===== src/verilog/dma_watch_defines.vh =====
// Purpose: Offsets, field positions, reset values and timing counts of the watchdog slice.
// Assumes: Byte addresses on a 32-bit register bus, one aligned word per register.
// Notes: Definitions only.
`ifndef DMA_WATCH_DEFINES_VH
`define DMA_WATCH_DEFINES_VH
// Register byte addresses (low 16 bits of the bus address).
`define OFS_WDOG_COUNT 16'h1024
`define OFS_BUS_STATE 16'h102c
`define OFS_TX_DESC 16'h1048
`define OFS_RX_DESC 16'h104c
`define OFS_TX_BUF 16'h1050
`define OFS_DMA_STATUS 16'h1014
`define OFS_IRQ_ENABLE 16'h101c
`define OFS_EVT_STATUS 16'h1060
`define OFS_EVT_MASK 16'h1064
// Field positions.
`define BIT_RX_DONE 6
`define BIT_RX_WDOG 9
`define BIT_ABN_SUM 15
`define BIT_NORM_SUM 16
`define BIT_BUS_BUSY 0
// Reset values.
`define RST_WORD 32'h00000000
// The watchdog counts in ticks of one more than this many system clocks.
`define WDOG_TICK_CYCLES 8'hff
// Number of local event bits.
`define EVT_W 2
`endif


===== src/verilog/dma_watch_regs.v =====
// What this block does
// Nonzero count field arms the receive watchdog.
// Bus state bit zero shows master busy.
// Current transmit descriptor pointer, read only.
// Current receive descriptor pointer, read only.
// Current transmit buffer pointer, read only.
// Rx done flag bit six, gated by enables.
// Watchdog timeout bit nine, abnormal-gated interrupt.
// Deferred frame starts count; expiry sets flag.
//
// Purpose: Watchdog and observation registers of an Ethernet DMA, AXI4-Lite slave.
// Assumes: Descriptor engine drives the pointer and event inputs on clk_i.
// Notes: Pointers are sampled into flip-flops so reads see a stable word.
//
// Register access over AXI4-Lite was decided locally.
`timescale 1ns/10ps
`include "dma_watch_defines.vh"
module dma_watch_regs (
	input wire clk_i,
	input wire rst_i,
	// AXI4-Lite write address channel.
	input wire [31:0] s_axi_awaddr_i,
	input wire s_axi_awvalid_i,
	output wire s_axi_awready_o,
	// AXI4-Lite write data channel.
	input wire [31:0] s_axi_wdata_i,
	input wire [3:0] s_axi_wstrb_i,
	input wire s_axi_wvalid_i,
	output wire s_axi_wready_o,
	// AXI4-Lite write response channel.
	output wire [1:0] s_axi_bresp_o,
	output wire s_axi_bvalid_o,
	input wire s_axi_bready_i,
	// AXI4-Lite read address channel.
	input wire [31:0] s_axi_araddr_i,
	input wire s_axi_arvalid_i,
	output wire s_axi_arready_o,
	// AXI4-Lite read data channel.
	output wire [31:0] s_axi_rdata_o,
	output wire [1:0] s_axi_rresp_o,
	output wire s_axi_rvalid_o,
	input wire s_axi_rready_i,
	// DMA engine side.
	input wire bus_master_busy_i,
	input wire [31:0] tx_descriptor_address_i,
	input wire [31:0] rx_descriptor_address_i,
	input wire [31:0] tx_buffer_address_i,
	input wire rx_frame_done_i,
	input wire rx_done_deferred_i,
	output wire rx_done_irq_o,
	output wire rx_wdog_irq_o,
	output wire irq_o
);
	// Write path state: address and data may arrive in either order.
	reg aw_have_q;
	reg w_have_q;
	reg [15:0] aw_addr_q;
	reg [31:0] w_data_q;
	reg [3:0] w_strb_q;
	reg bvalid_q;
	reg [1:0] bresp_q;
	// Read path state.
	reg rvalid_q;
	reg [31:0] rdata_q;
	reg [1:0] rresp_q;
	// Software registers.
	reg [7:0] watchdog_count_field_q;
	reg [31:0] irq_enable_q;
	reg [`EVT_W-1:0] evt_mask_q;
	// Hardware state.
	reg rx_done_flag_q;
	reg rx_wdog_flag_q;
	reg [`EVT_W-1:0] evt_status_q;
	reg bus_busy_q;
	reg [31:0] tx_desc_q;
	reg [31:0] rx_desc_q;
	reg [31:0] tx_buf_q;
	// Watchdog tick counter, whole ticks since the period began.
	// Eight bits suffice, as expiry comes by tick 255 at the latest.
	reg [7:0] wdog_cnt_q;

	// Watchdog state machine, one-hot.
	localparam [2:0] ST_IDLE = 3'b001;
	localparam [2:0] ST_COUNT = 3'b010;
	localparam [2:0] ST_FIRE = 3'b100;
	reg [2:0] st_q;
	reg [2:0] st_d;

	// Bus strobes: a write commits, a read address is taken.
	wire wr_fire;
	wire rd_fire;
	// Watchdog tick, period start and expiry strobes.
	wire tick;
	wire start_count;
	wire wdog_expire;
	wire [15:0] rd_addr;

	// Merge byte lanes of a write into an old word.
	function [31:0] merge_bytes;
		input [31:0] old_v;
		input [31:0] new_v;
		input [3:0] strb;
		integer i;
		begin
			merge_bytes = old_v;
			for (i = 0; i < 4; i = i + 1) begin
				if (strb[i]) begin
					merge_bytes[i*8 +: 8] = new_v[i*8 +: 8];
				end
			end
		end
	endfunction

	// Tells whether an address names a mapped register.
	function is_mapped;
		input [15:0] a;
		begin
			case (a)
				`OFS_WDOG_COUNT, `OFS_BUS_STATE, `OFS_TX_DESC, `OFS_RX_DESC,
				`OFS_TX_BUF, `OFS_DMA_STATUS, `OFS_IRQ_ENABLE, `OFS_EVT_STATUS,
				`OFS_EVT_MASK: is_mapped = 1'b1;
				default: is_mapped = 1'b0;
			endcase
		end
	endfunction

	// Channels accept as soon as their holding slot is free and no response waits.
	assign s_axi_awready_o = !aw_have_q && !bvalid_q;
	assign s_axi_wready_o = !w_have_q && !bvalid_q;
	assign s_axi_arready_o = !rvalid_q;
	assign s_axi_bvalid_o = bvalid_q;
	assign s_axi_bresp_o = bresp_q;
	assign s_axi_rvalid_o = rvalid_q;
	assign s_axi_rdata_o = rdata_q;
	assign s_axi_rresp_o = rresp_q;

	assign wr_fire = aw_have_q && w_have_q && !bvalid_q;
	assign rd_fire = s_axi_arvalid_i && !rvalid_q;
	assign rd_addr = s_axi_araddr_i[15:0];

	// Capture address and data separately; the write commits when both are held.
	always @(posedge clk_i or posedge rst_i) begin
		if (rst_i) begin
			aw_have_q <= 1'b0;
			w_have_q <= 1'b0;
			aw_addr_q <= 16'h0000;
			w_data_q <= 32'h00000000;
			w_strb_q <= 4'h0;
			bvalid_q <= 1'b0;
			bresp_q <= 2'b00;
		end else begin
			// Address taken; it waits in its slot for the data.
			if (s_axi_awvalid_i && s_axi_awready_o) begin
				aw_have_q <= 1'b1;
				aw_addr_q <= s_axi_awaddr_i[15:0];
			end
			// Data taken; they wait in their slot for the address.
			if (s_axi_wvalid_i && s_axi_wready_o) begin
				w_have_q <= 1'b1;
				w_data_q <= s_axi_wdata_i;
				w_strb_q <= s_axi_wstrb_i;
			end
			if (wr_fire) begin
				aw_have_q <= 1'b0;
				w_have_q <= 1'b0;
				bvalid_q <= 1'b1;
				// Unmapped addresses answer with a slave error.
				bresp_q <= is_mapped(aw_addr_q) ? 2'b00 : 2'b10;
			end else if (bvalid_q && s_axi_bready_i) begin
				// The master took the response; new requests may enter.
				bvalid_q <= 1'b0;
			end
		end
	end

	// Software-writable registers; read-only addresses ignore write data.
	always @(posedge clk_i or posedge rst_i) begin
		if (rst_i) begin
			watchdog_count_field_q <= 8'h00;
			irq_enable_q <= `RST_WORD;
			evt_mask_q <= {`EVT_W{1'b0}};
		end else if (wr_fire) begin
			case (aw_addr_q)
				`OFS_WDOG_COUNT: begin
					if (w_strb_q[0]) begin
						watchdog_count_field_q <= w_data_q[7:0];
					end
				end
				`OFS_IRQ_ENABLE: begin
					irq_enable_q <= merge_bytes(irq_enable_q, w_data_q, w_strb_q);
				end
				`OFS_EVT_MASK: begin
					if (w_strb_q[0]) begin
						evt_mask_q <= w_data_q[`EVT_W-1:0];
					end
				end
				// Read-only and unmapped addresses change no register here.
				default: begin
					irq_enable_q <= irq_enable_q;
				end
			endcase
		end
	end

	// Pointers and busy status come from engine logic on this clock; sampled once.
	always @(posedge clk_i or posedge rst_i) begin
		if (rst_i) begin
			bus_busy_q <= 1'b0;
			tx_desc_q <= `RST_WORD;
			rx_desc_q <= `RST_WORD;
			tx_buf_q <= `RST_WORD;
		end else begin
			// One stage only, so a read shows the value of the cycle before.
			bus_busy_q <= bus_master_busy_i;
			tx_desc_q <= tx_descriptor_address_i;
			rx_desc_q <= rx_descriptor_address_i;
			tx_buf_q <= tx_buffer_address_i;
		end
	end

	// Tick generator restarts whenever a new watchdog period begins.
	tick_divider u_tick (
		.clk_i(clk_i),
		.rst_i(rst_i),
		.restart_i(start_count),
		.tick_o(tick)
	);

	// A frame done with its flag deferred starts the count when armed.
	assign start_count = rx_frame_done_i && rx_done_deferred_i &&
		(watchdog_count_field_q != 8'h00) && (st_q == ST_IDLE);
	assign wdog_expire = (st_q == ST_COUNT) && tick &&
		(wdog_cnt_q + 8'h01 >= watchdog_count_field_q);

	// Next-state logic of the watchdog.
	always @* begin
		case (st_q)
			// Waits for a deferred frame while the count field is nonzero.
			ST_IDLE: st_d = start_count ? ST_COUNT : ST_IDLE;
			// Clearing the count field mid-period disarms the watchdog.
			ST_COUNT: begin
				if (watchdog_count_field_q == 8'h00) begin
					st_d = ST_IDLE;
				end else begin
					st_d = wdog_expire ? ST_FIRE : ST_COUNT;
				end
			end
			// One cycle in which the flags are set, then back to waiting.
			ST_FIRE: st_d = ST_IDLE;
			default: st_d = ST_IDLE;
		endcase
	end

	// State and tick counter registers.
	always @(posedge clk_i or posedge rst_i) begin
		if (rst_i) begin
			st_q <= ST_IDLE;
			wdog_cnt_q <= 8'h00;
		end else begin
			st_q <= st_d;
			if (start_count) begin
				// A new period always counts from tick zero.
				wdog_cnt_q <= 8'h00;
			end else if (st_q == ST_COUNT && tick) begin
				// One more whole tick has passed in this period.
				wdog_cnt_q <= wdog_cnt_q + 8'h01;
			end
		end
	end

	// Status flags: hardware set wins over a write-one clear in the same cycle.
	always @(posedge clk_i or posedge rst_i) begin
		if (rst_i) begin
			rx_done_flag_q <= 1'b0;
			rx_wdog_flag_q <= 1'b0;
		end else begin
			// Software clears either flag by writing a one to its bit.
			if (wr_fire && aw_addr_q == `OFS_DMA_STATUS && w_data_q[`BIT_RX_DONE]) begin
				rx_done_flag_q <= 1'b0;
			end
			if (wr_fire && aw_addr_q == `OFS_DMA_STATUS && w_data_q[`BIT_RX_WDOG]) begin
				rx_wdog_flag_q <= 1'b0;
			end
			// Immediate frames set the flag now; deferred ones wait for expiry.
			if ((rx_frame_done_i && !rx_done_deferred_i) || st_q == ST_FIRE) begin
				rx_done_flag_q <= 1'b1;
			end
			// Only an expiry records the timeout; immediate frames never do.
			if (st_q == ST_FIRE) begin
				rx_wdog_flag_q <= 1'b1;
			end
		end
	end

	// Gated interrupts: normal summary for rx done, abnormal summary for timeout.
	assign rx_done_irq_o = rx_done_flag_q && irq_enable_q[`BIT_RX_DONE] &&
		irq_enable_q[`BIT_NORM_SUM];
	assign rx_wdog_irq_o = rx_wdog_flag_q && irq_enable_q[`BIT_RX_WDOG] &&
		irq_enable_q[`BIT_ABN_SUM];

	// Sticky local events, cleared by reading the status word; a new event wins.
	always @(posedge clk_i or posedge rst_i) begin
		if (rst_i) begin
			evt_status_q <= {`EVT_W{1'b0}};
		end else begin
			// Reading the word clears it; an event in that cycle still wins.
			if (rd_fire && rd_addr == `OFS_EVT_STATUS) begin
				evt_status_q <= {`EVT_W{1'b0}};
			end
			// Each gated interrupt line records itself as a local event.
			if (rx_done_irq_o) begin
				evt_status_q[0] <= 1'b1;
			end
			if (rx_wdog_irq_o) begin
				evt_status_q[1] <= 1'b1;
			end
		end
	end

	// One level output while any unmasked event bit is set.
	assign irq_o = |(evt_status_q & evt_mask_q);

	// Read data path: one register stage, answer one cycle after the address.
	always @(posedge clk_i or posedge rst_i) begin
		if (rst_i) begin
			rvalid_q <= 1'b0;
			rdata_q <= `RST_WORD;
			rresp_q <= 2'b00;
		end else if (rd_fire) begin
			rvalid_q <= 1'b1;
			rresp_q <= is_mapped(rd_addr) ? 2'b00 : 2'b10;
			case (rd_addr)
				`OFS_WDOG_COUNT: rdata_q <= {24'h000000, watchdog_count_field_q};
				`OFS_BUS_STATE: rdata_q <= {31'h0, bus_busy_q};
				`OFS_TX_DESC: rdata_q <= tx_desc_q;
				`OFS_RX_DESC: rdata_q <= rx_desc_q;
				`OFS_TX_BUF: rdata_q <= tx_buf_q;
				// Timeout flag in bit nine, receive done flag in bit six.
				`OFS_DMA_STATUS: rdata_q <= {22'h0, rx_wdog_flag_q, 2'b00,
					rx_done_flag_q, 6'h00};
				`OFS_IRQ_ENABLE: rdata_q <= irq_enable_q;
				`OFS_EVT_STATUS: rdata_q <= {30'h0, evt_status_q};
				`OFS_EVT_MASK: rdata_q <= {30'h0, evt_mask_q};
				// Unmapped reads return zero along with the slave error.
				default: rdata_q <= 32'h00000000;
			endcase
		end else if (rvalid_q && s_axi_rready_i) begin
			rvalid_q <= 1'b0;
		end
	end
endmodule // dma_watch_regs


===== src/verilog/tick_divider.v =====
// Purpose: Makes a one-cycle enable pulse every WDOG_TICK_CYCLES+1 clocks.
// Assumes: Single clock, asynchronous active-high reset.
// Notes: Restart realigns the tick phase to the moment of arming.
`timescale 1ns/10ps
`include "dma_watch_defines.vh"
module tick_divider (
	input wire clk_i,
	input wire rst_i,
	input wire restart_i,
	output wire tick_o
);
	// Free-running down counter.
	reg [7:0] cnt_q;

	// Reload on restart or on reaching zero, so each tick is one cycle wide.
	always @(posedge clk_i or posedge rst_i) begin
		if (rst_i) begin
			cnt_q <= 8'h00;
		end else if (restart_i || cnt_q == 8'h00) begin
			cnt_q <= `WDOG_TICK_CYCLES;
		end else begin
			cnt_q <= cnt_q - 8'h01;
		end
	end

	assign tick_o = (cnt_q == 8'h00) && !restart_i;
endmodule // tick_divider


===== config.mk =====
export PLATFORM = sky130hd
export DESIGN_NAME = dma_watch_regs
export DESIGN_NICKNAME = d
export VERILOG_FILES = /design/src/verilog/dma_watch_regs.v /design/src/verilog/tick_divider.v
export VERILOG_INCLUDE_DIRS = /design/src /design/src/verilog
export SDC_FILE = /design/constraint.sdc
export NUM_CORES = 1
export LEC_CHECK = 0
export ABC_AREA = 1
export BUFFER_PORTS_ARGS = -buffer_cell sky130_fd_sc_hd__buf_4
export CAP_MARGIN = 15
export CORE_MARGIN = 4
export CORE_UTILIZATION = 45
export DETAILED_ROUTE_END_ITERATION = 16
export GPL_ROUTABILITY_DRIVEN = 0
export PLACE_DENSITY = 0.69
export SETUP_SLACK_MARGIN = 0.15
export SYNTH_ARGS = -nofsm -noshare
export SYNTH_HDL_FRONTEND = slang
export SYNTH_SLANG_ARGS = --single-unit

===== constraint.sdc =====
create_clock -name clk_i -period 18.8 [get_ports clk_i]
set_input_delay 2.82 -clock clk_i [delete_from_list [all_inputs] [get_ports clk_i]]
set_output_delay 2.82 -clock clk_i [all_outputs]
set_load 0.02 [all_outputs]

* Word-level counts from Yosys, hierarchy flattened
Cells that the tools add are included.
Storage, ports and cells: input bits 206, flip-flop bits (word level) 254
Cells by class: reductions and logical operators 53, multiplexer cells 29, $add $sub $neg 2, bitwise logic cells 1, $lt $le $gt $ge 1, eq/ne operators 21
Operators by type and width (number):
- $eq 16x13->1 const B | 18
- $pmux 32 s9 | 1
- $logic_and 1x1->1 | 24
- $mux 8 | 3
- $mux 1 | 18
- $reduce_and 3->1 | 6
- $reduce_bool 2->1 | 9
- $reduce_or 9->1 | 2
- $logic_not 8->1 | 2
- $add 8x1->8 const B | 1
- $ge 8x8->1 | 1
- $mux 2 | 4
- $reduce_bool 8->1 | 1
- $sub 8x1->8 const B | 1
- $logic_not 1->1 | 6
- $mux 3 | 2
- $pmux 3 s2 | 1
- $eq 3x1->1 const B | 1
- $eq 3x2->1 const B | 1
- $eq 3x3->1 const B | 1
- $and 2x2->2 | 1
- $logic_or 1x1->1 | 2
- $reduce_or 2->1 | 1

* Depth between registers and ports, before layout
Gate-level depths: netlist (run 1).
depth in word-level cells 10, gate-level depth with buffers 14

* Cells and area by module
Synthesis (run 1) repeated with hierarchy kept, for this count alone.
Second synthesis, totals: cells, all modules 1092, area, all modules 10388.7 um^2
By module, submodules not included:
- dma_watch_regs | cells an instance 1039, sequential area each 6107.1 um^2, times used 1, area an instance 9960.8 um^2
- tick_divider | cells an instance 53, sequential area each 200.2 um^2, times used 1, area an instance 427.9 um^2

* Least setup slack after synthesis (run 1)
No wires, ideal clock.
kind input port to flip-flop, start input s_axi_araddr_i[12], end register rdata_q[10], in the netlist s_axi_rdata_o[10], stages on the path 11, path buffers 2, slack 14.965 ns, data arrival time 3.719 ns, setup time 0.116 ns, path through inv_1 -> nor2_1 -> nand2_1 -> nor2_8 -> and2_4 -> buf_8 -> buf_12 -> nand2_2 -> nand4_1 -> nand2_1 -> nand2_1
Between the ends: cells in the longest elaborated chain, start to end 2, elaborated cells on any way between the ends 10, those cells by class eq/ne: 9; mux: 1
Ends and longest elaborated chain:
- start, declared | RTL line dma_watch_regs.v:35 | input wire [31:0] s_axi_araddr_i,
- $eq 16x13->1 | RTL line dma_watch_regs.v:332 | case (rd_addr)
- $pmux 32 s9 * | RTL line dma_watch_regs.v:332
- end signal, assigned | RTL line dma_watch_regs.v:333 | `OFS_WDOG_COUNT: rdata_q <= {24'h000000, watchdog_count_field_q};
- end signal, assigned | RTL line dma_watch_regs.v:334 | `OFS_BUS_STATE: rdata_q <= {31'h0, bus_busy_q};
- end signal, assigned | RTL line dma_watch_regs.v:335 | `OFS_TX_DESC: rdata_q <= tx_desc_q;
- end, declared | RTL line dma_watch_regs.v:64 | reg [31:0] rdata_q;
Mark *: on every way between the ends. The rest lies on a longest branch, timed or not. A chain may end at the register's enable or synchronous reset.

==> flow_metrics.py, run 1 <==
metrics = {
    "outcome": {
        "status": "finished clean",
    },
    "placed_design": {
        "numPortBuffers": 215,
        "dp_hpwl_um": 17730,
        "dp.cells": 1573,
    },
    "clocking": {
        "clock_latency_ns": 0.54,
        "post_cts.repair.setup_buffers": 0,
        "postCtsResizedCells": 0,
        "cts_root_buffer": "clkbuf_16",
        "clkTransAtPathRegs_ns": 0.06,
        "cts_max_level": 1,
        "postCtsHoldBufs": 0,
        "cts_max_path_buffers": 3,
        "cts.sinks": 252,
        "cts_tree": "done",
        "numCtsBuffers": 28,
    },
    "setup_path": {
        "cpMostUsedCell": "buf_4",
        "path_buf_inv": 4,
        "cp-end-kind": "async pin",
        "critPathTopFamily": "buffers and inverters",
        "r2r_cells": 14,
        "path_depth": 4,
        "critPathLaunchType": "input port",
        "crit_chain": "buf_4 -> inv_8 -> buf_4 -> buf_4",
        "critPathSlowestCell": "buf_4",
        "cp.required_ns": 19.41,
        "critPathArrivalTime_ns": 5.12,
        "max_stage_delay_ns": 0.87,
        "critPathMaxFanout": 125,
        "worst-setup-path-type": "input port to async pin",
    },
    "route": {
        "drc": 0,
        "wl_per_cell_um": 15.64,
        "drt-total-wl_um": 25410,
        "dr.pass1.iters": 5,
        "vias": 7772,
        "antenna_left": 0,
        "viasPerCell": 4.783,
        "drt-initial-drc-count": 461,
    },
    "timing": {
        "holdWs_ns": 0.4329,
        "tns_ns": 0,
        "fmax_mhz": 222.0,
        "slew_headroom": 0.3766,
        "layout_min_cycle_time_ns": 4.504,
        "hold_viol": 0,
        "worst_slew_pin_slew_ns": 0.9350,
        "period_share": 0.2396,
        "setup_viol": 0,
        "slew_viol_final": 0,
        "rsz0062_at_grt": "false",
        "clock_skew_ns": 0.01194,
    },
    "synth": {
        "yosysUniqueCellTypes": 39,
        "ys.flop_type": "dfrtp_1",
        "synth_seq_area_share": 0.6023,
        "synth_most_common_cell": "nand2_1",
        "synth_top_area_cell": "dfrtp_1",
        "syn_avg_cell_area_um2": 9.750,
        "synthTopCellsByCount": "296 x nand2_1, 251 x dfrtp_1, 99 x inv_1, 95 x nor2_1",
        "synth_top_area_share": 0.5998,
        "synthArstFlopShare": 1.000,
        "synth_area_leaders": "dfrtp_1 60%, nand2_1 11%, inv_1 3.5%, nor2_1 3.4%, o21ai_2 2.7%",
        "synth_area_um2": 10470,
        "syn-instance-count": 1074,
        "synth_edf_count": 0,
        "synth_seq_cells": 252,
        "yosysWarningCount": 0,
    },
    "cells_and_area": {
        "area_growth_syn_to_layout_pct": 26.32,
        "fillers": 1994,
        "drive_above_1_share": 0.2889,
        "fin_cells": 1625,
        "final_net_count": 1506,
        "antenna_cells": 0,
        "utilization": 0.5807,
        "multiInputGateArea_um2": 3481,
        "ff_latch_area_um2": 6307,
    },
    "floorplan": {
        "die_h_um": 160.5,
        "core-area_um2": 22780,
        "start_util": 0.4597,
        "dieArea_um2": 25770,
        "std_cell_rows": 55,
        "ios": 250,
        "die_w_um": 160.5,
    },
    "run": {
        "drv_cap": 0,
    },
    "hold_path": {
        "holdPathStages": 1,
        "min_path_type": "flop to flop",
    },
    "global_routing": {
        "grt_pass1_vias": 8003,
        "grt_max_degree": 126,
        "gr-usage-all-layers": 0.1967,
        "antenna_found_initial": 0,
        "grt.overflow.total": 0,
        "grt_pass1_wl_um": 41290,
    },
    "power_and_ir_drop": {
        "cellLeakagePower_uw": 0.006737,
        "powerDensity_nw_per_um2": 116.3,
        "ir_drop_mv": 0.07629,
    },
}
-- area by class of cell --
class                   instances  area share
clock buffers                  38     0.05883
clock inverters                14     0.01599
inverters                     106     0.03074
multi-input cells             682      0.2631
flip-flops and latches        252      0.4768
well taps                     313     0.02961
repair buffers                220      0.1249
-- sequential cells by signal, indices dropped and copies added, names as in the netlist, 2 cells and up --
signal,count
rx_desc_q,32
w_strb_q,4
evt_status_q,2
wdog_cnt_q,8
u_tick.cnt_q,8
s_axi_rdata_o,32
tx_buf_q,32
watchdog_count_field_q,8
tx_desc_q,32
evt_mask_q,2
aw_addr_q,16
st_q,3
w_data_q,32
irq_enable_q,32
-- metal layers --
layer | GRT usage | vias up | part of all wire | wire (um)
li1 | - | 3840 | - | -
met1 | 0.2707 | 3696 | 0.44 | 11120
met2 | 0.3252 | 200 | 0.48 | 12190
met3 | 0.03849 | 36 | 0.066 | 1668
met4 | 0.04615 | 0 | 0.017 | 432
met5 | 0 | - | 0 | 0
-- where the power goes --
group	internal (uW)	switching [uW]	total, uW
Combinational	120	183	303
Sequential	623	38.6	662
Clock	359	215	573
-- through the flow --
stage / worst slack, ns / instance area (um2) / power (uW)
final: 14.30 / 13230 / 1538
after global routing: 13.83 / 13230 / 1633
after CTS: 14.14 / 13230 / 1556
after detailed placement: 13.56 / 12240 / 977.5
after global placement: 13.55 / 12240 / 961.5
after floorplan: 9.053 / 10480 / 879.9
-- final timing paths --
check / slack (ns) / from / endpoint
setup / recovery: 14.30 / rst_i / tx_desc_q[12]$_DFF_PP0_
hold / removal: 0.43 / u_tick.cnt_q[0]$_DFF_PP0_ / u_tick.cnt_q[0]$_DFF_PP0_
setup reg to reg: 16.63 / wdog_cnt_q[0]$_DFFE_PP0P_ / st_q[1]$_DFF_PP0_
hold reg to reg: 0.43 / u_tick.cnt_q[0]$_DFF_PP0_ / u_tick.cnt_q[0]$_DFF_PP0_
max in group clk_i: 14.56 / s_axi_bvalid_o$_DFFE_PP0P_ / s_axi_wready_o
min in group asynchronous: 2.44 / rst_i / aw_addr_q[1]$_DFFE_PP0P_
-- worst register-to-register path, cell delays in order, from the launching register on --
cell and delay [ns]:
dfrtp_1 0.42, ha_1 0.24, nand3_1 0.13, nor2_1 0.05, nand2_1 0.07, xor2_1 0.21, inv_1 0.07, ha_1 0.27
inv_1 0.05, nor3_1 0.18, nand2_1 0.07, nand3_1 0.07, nand2_1 0.09, nand2_1 0.07, nand2_1 0.04
-- logic make-up after synthesis --
family                     after synthesis  synth area share
DFF                                    252            0.6023
AOI/OAI and AO/OA                      115           0.06823
muxes                                   14           0.01506
adders and majority gates               10           0.01195
buffers and inverters                  141           0.06584
xor gates and xnor gates                 7          0.005855
and+or+nand+nor                        534            0.2304
other                                    1         0.0003581
-- placed cells by master, fill, tap and decap left out, drive strengths merged --
| cell | instances |
|---|---|
| o2111ai | 1 |
| dfstp | 1 |
| o21ai | 60 |
| bufinv | 5 |
| ha | 10 |
| xor2 | 7 |
| nor3 | 10 |
| o22ai | 6 |
| a21oi | 45 |
| nand3 | 48 |
| o211ai | 1 |
| clkinv | 8 |
| conb | 2 |
| nor2 | 107 |
| o21bai | 1 |
| clkinvlp | 2 |
| mux2 | 14 |
| buf | 220 |
| and2 | 2 |
| nand2 | 331 |
| inv | 105 |
| nand3b | 2 |
| dfrtp | 251 |
| clkbuf | 38 |
| nand4 | 34 |
| a21boi | 1 |
Note: power is estimated with default switching activity, not from simulation.
==> run 2: changes to the inputs <==
==> constraint.sdc (replaced) <==
create_clock -name clk_i -period 4.3 [get_ports clk_i]
set_input_delay 0.645 -clock clk_i [delete_from_list [all_inputs] [get_ports clk_i]]
set_output_delay 0.645 -clock clk_i [all_outputs]
set_load 0.02 [all_outputs]
==> flow_metrics.py, run 2 (synthesis gave the netlist of run 1 again) <==
metrics = {
    "timing": {
        "setup_viol": 0,
        "slew_headroom": 0.3252,
        "tns_ns": 0,
        "slew_viol_final": 0,
        "fmax_mhz": 480.7,
        "layout_min_cycle_time_ns": 2.080,
        "period_share": 0.4837,
        "rsz0062_at_grt": "false",
        "hold_viol": 0,
        "clock_skew_ns": 0.01269,
        "worst_slew_pin_slew_ns": 1.009,
    },
    "placed_design": {
        "dp_hpwl_um": 17870,
        "dp.cells": 1574,
        "numPortBuffers": 215,
    },
    "route": {
        "drc": 0,
        "drt-total-wl_um": 25440,
        "viasPerCell": 4.846,
        "wl_per_cell_um": 15.66,
        "antenna_left": 0,
        "vias": 7870,
        "dr.pass1.iters": 5,
        "drt-initial-drc-count": 427,
    },
    "global_routing": {
        "grt.overflow.total": 0,
        "grt_max_degree": 136,
        "gr-usage-all-layers": 0.1974,
        "grt_pass1_wl_um": 41180,
        "antenna_found_initial": 0,
        "grt_pass1_vias": 7925,
    },
    "cells_and_area": {
        "fin_cells": 1624,
        "antenna_cells": 0,
        "final_common_cell": "nand2_1",
        "area_growth_syn_to_layout_pct": 26.51,
        "most-common-layout-cells": "295 x nand2_1, 251 x dfrtp_1, 220 x buf_4",
        "final_net_count": 1506,
        "utilization": 0.5816,
        "drive_above_1_share": 0.2906,
    },
    "clocking": {
        "postCtsHoldBufs": 0,
        "postCtsResizedCells": 0,
        "clock_latency_ns": 0.53,
        "cts_tree": "done",
        "cts_max_path_buffers": 3,
        "cts_root_buffer": "clkbuf_16",
        "cts_max_level": 1,
        "numCtsBuffers": 27,
        "post_cts.repair.setup_buffers": 0,
        "clkTransAtPathRegs_ns": 0.06,
        "cts.sinks": 252,
    },
    "run": {
        "drv_cap": 0,
    },
    "outcome": {
        "status": "finished clean",
    },
    "setup_path": {
        "cp.required_ns": 4.71,
        "r2r-start": "wdog_cnt_q[0]$_DFFE_PP0P_",
        "cp-end-kind": "flop",
        "reg2reg_slack_ns": 2.22,
        "critPathLaunchType": "flop",
        "worst-setup-path-type": "flop to flop",
        "critPathMaxFanout": 5,
        "r2r_end": "st_q[1]$_DFF_PP0_",
        "critPathArrivalTime_ns": 2.49,
        "r2r_cells": 14,
    },
    "floorplan": {
        "dieArea_um2": 25770,
        "std_cell_rows": 55,
        "die_w_um": 160.5,
        "core-area_um2": 22780,
        "die_h_um": 160.5,
        "start_util": 0.4597,
        "ios": 250,
    },
    "power_and_ir_drop": {
        "cellLeakagePower_uw": 0.006754,
        "powerDensity_nw_per_um2": 509.2,
        "ir_drop_mv": 0.3083,
        "finalPower_uw": 6746,
    },
    "hold_path": {
        "min_path_type": "input port to async pin",
    },
}
[run 2: how the worst max path moves through the flow]
stage | slack [ns] | to | startpoint
3_3_place_gp | 1.79 | s_axi_rdata_o[29]$_DFFE_PP0P_ | s_axi_araddr_i[11]
3_5_place_dp | 1.79 | s_axi_rdata_o[29]$_DFFE_PP0P_ | s_axi_araddr_i[9]
2_1_floorplan | 0.34 | aw_addr_q[0]$_DFFE_PP0P_ | rst_i
4_1_cts | 2.16 | w_data_q[13]$_DFFE_PP0P_ | s_axi_bvalid_o$_DFFE_PP0P_
6_report | 2.22 | st_q[1]$_DFF_PP0_ | wdog_cnt_q[0]$_DFFE_PP0P_
5_1_grt | 1.96 | st_q[1]$_DFF_PP0_ | wdog_cnt_q[0]$_DFFE_PP0P_
[run 2: per-layer routing]
metal,up-vias,GRT usage,wire [um]
met5,-,0,0
met4,0,0.06257,829
met3,49,0.03285,1190
met2,196,0.3196,12080
met1,3779,0.2746,11340
li1,3846,-,-
[run 2: critical path, cell delays in order, from the launching register on]
cell     delay, ns
dfrtp_1       0.43
ha_1          0.24
nand3_1       0.13
nor2_1        0.05
nand2_1       0.06
xor2_1        0.18
inv_1         0.06
ha_1          0.27
inv_1         0.05
nor3_1        0.17
nand2_1       0.07
nand3_1       0.06
nand2_1       0.07
nand2_1       0.06
nand2_1       0.05
[run 2: power by group]
part           switching, uW  internal [uW]
clock network            922           1610
logic                    791            527
registers                170           2720
total                   1880           4860
[run 2: area by class of cell]
cell class / count / area [um2]
inverter: 106 / 402.9
clock buffer: 36 / 769.5
timing repair buffer: 221 / 1672
clock inverter: 14 / 224.0
sequential: 252 / 6307
tap: 313 / 391.6
multi-input combinational: 682 / 3481
fill: 1976 / 9530
[run 2: metrics by stage]
| step | setup slack (ns) | hold slack, ns | area (um2) |
|---|---|---|---|
| 6_report | 2.220 | 0.04097 | 13250 |
| 5_1_grt | 1.958 | 0.02867 | 13250 |
| 4_1_cts | 2.156 | 0.02443 | 13250 |
| 3_5_place_dp | 1.792 | 0.4420 | 12250 |
| 3_3_place_gp | 1.792 | 0.4226 | 12250 |
| 2_1_floorplan | 0.3401 | 0.4091 | 10480 |
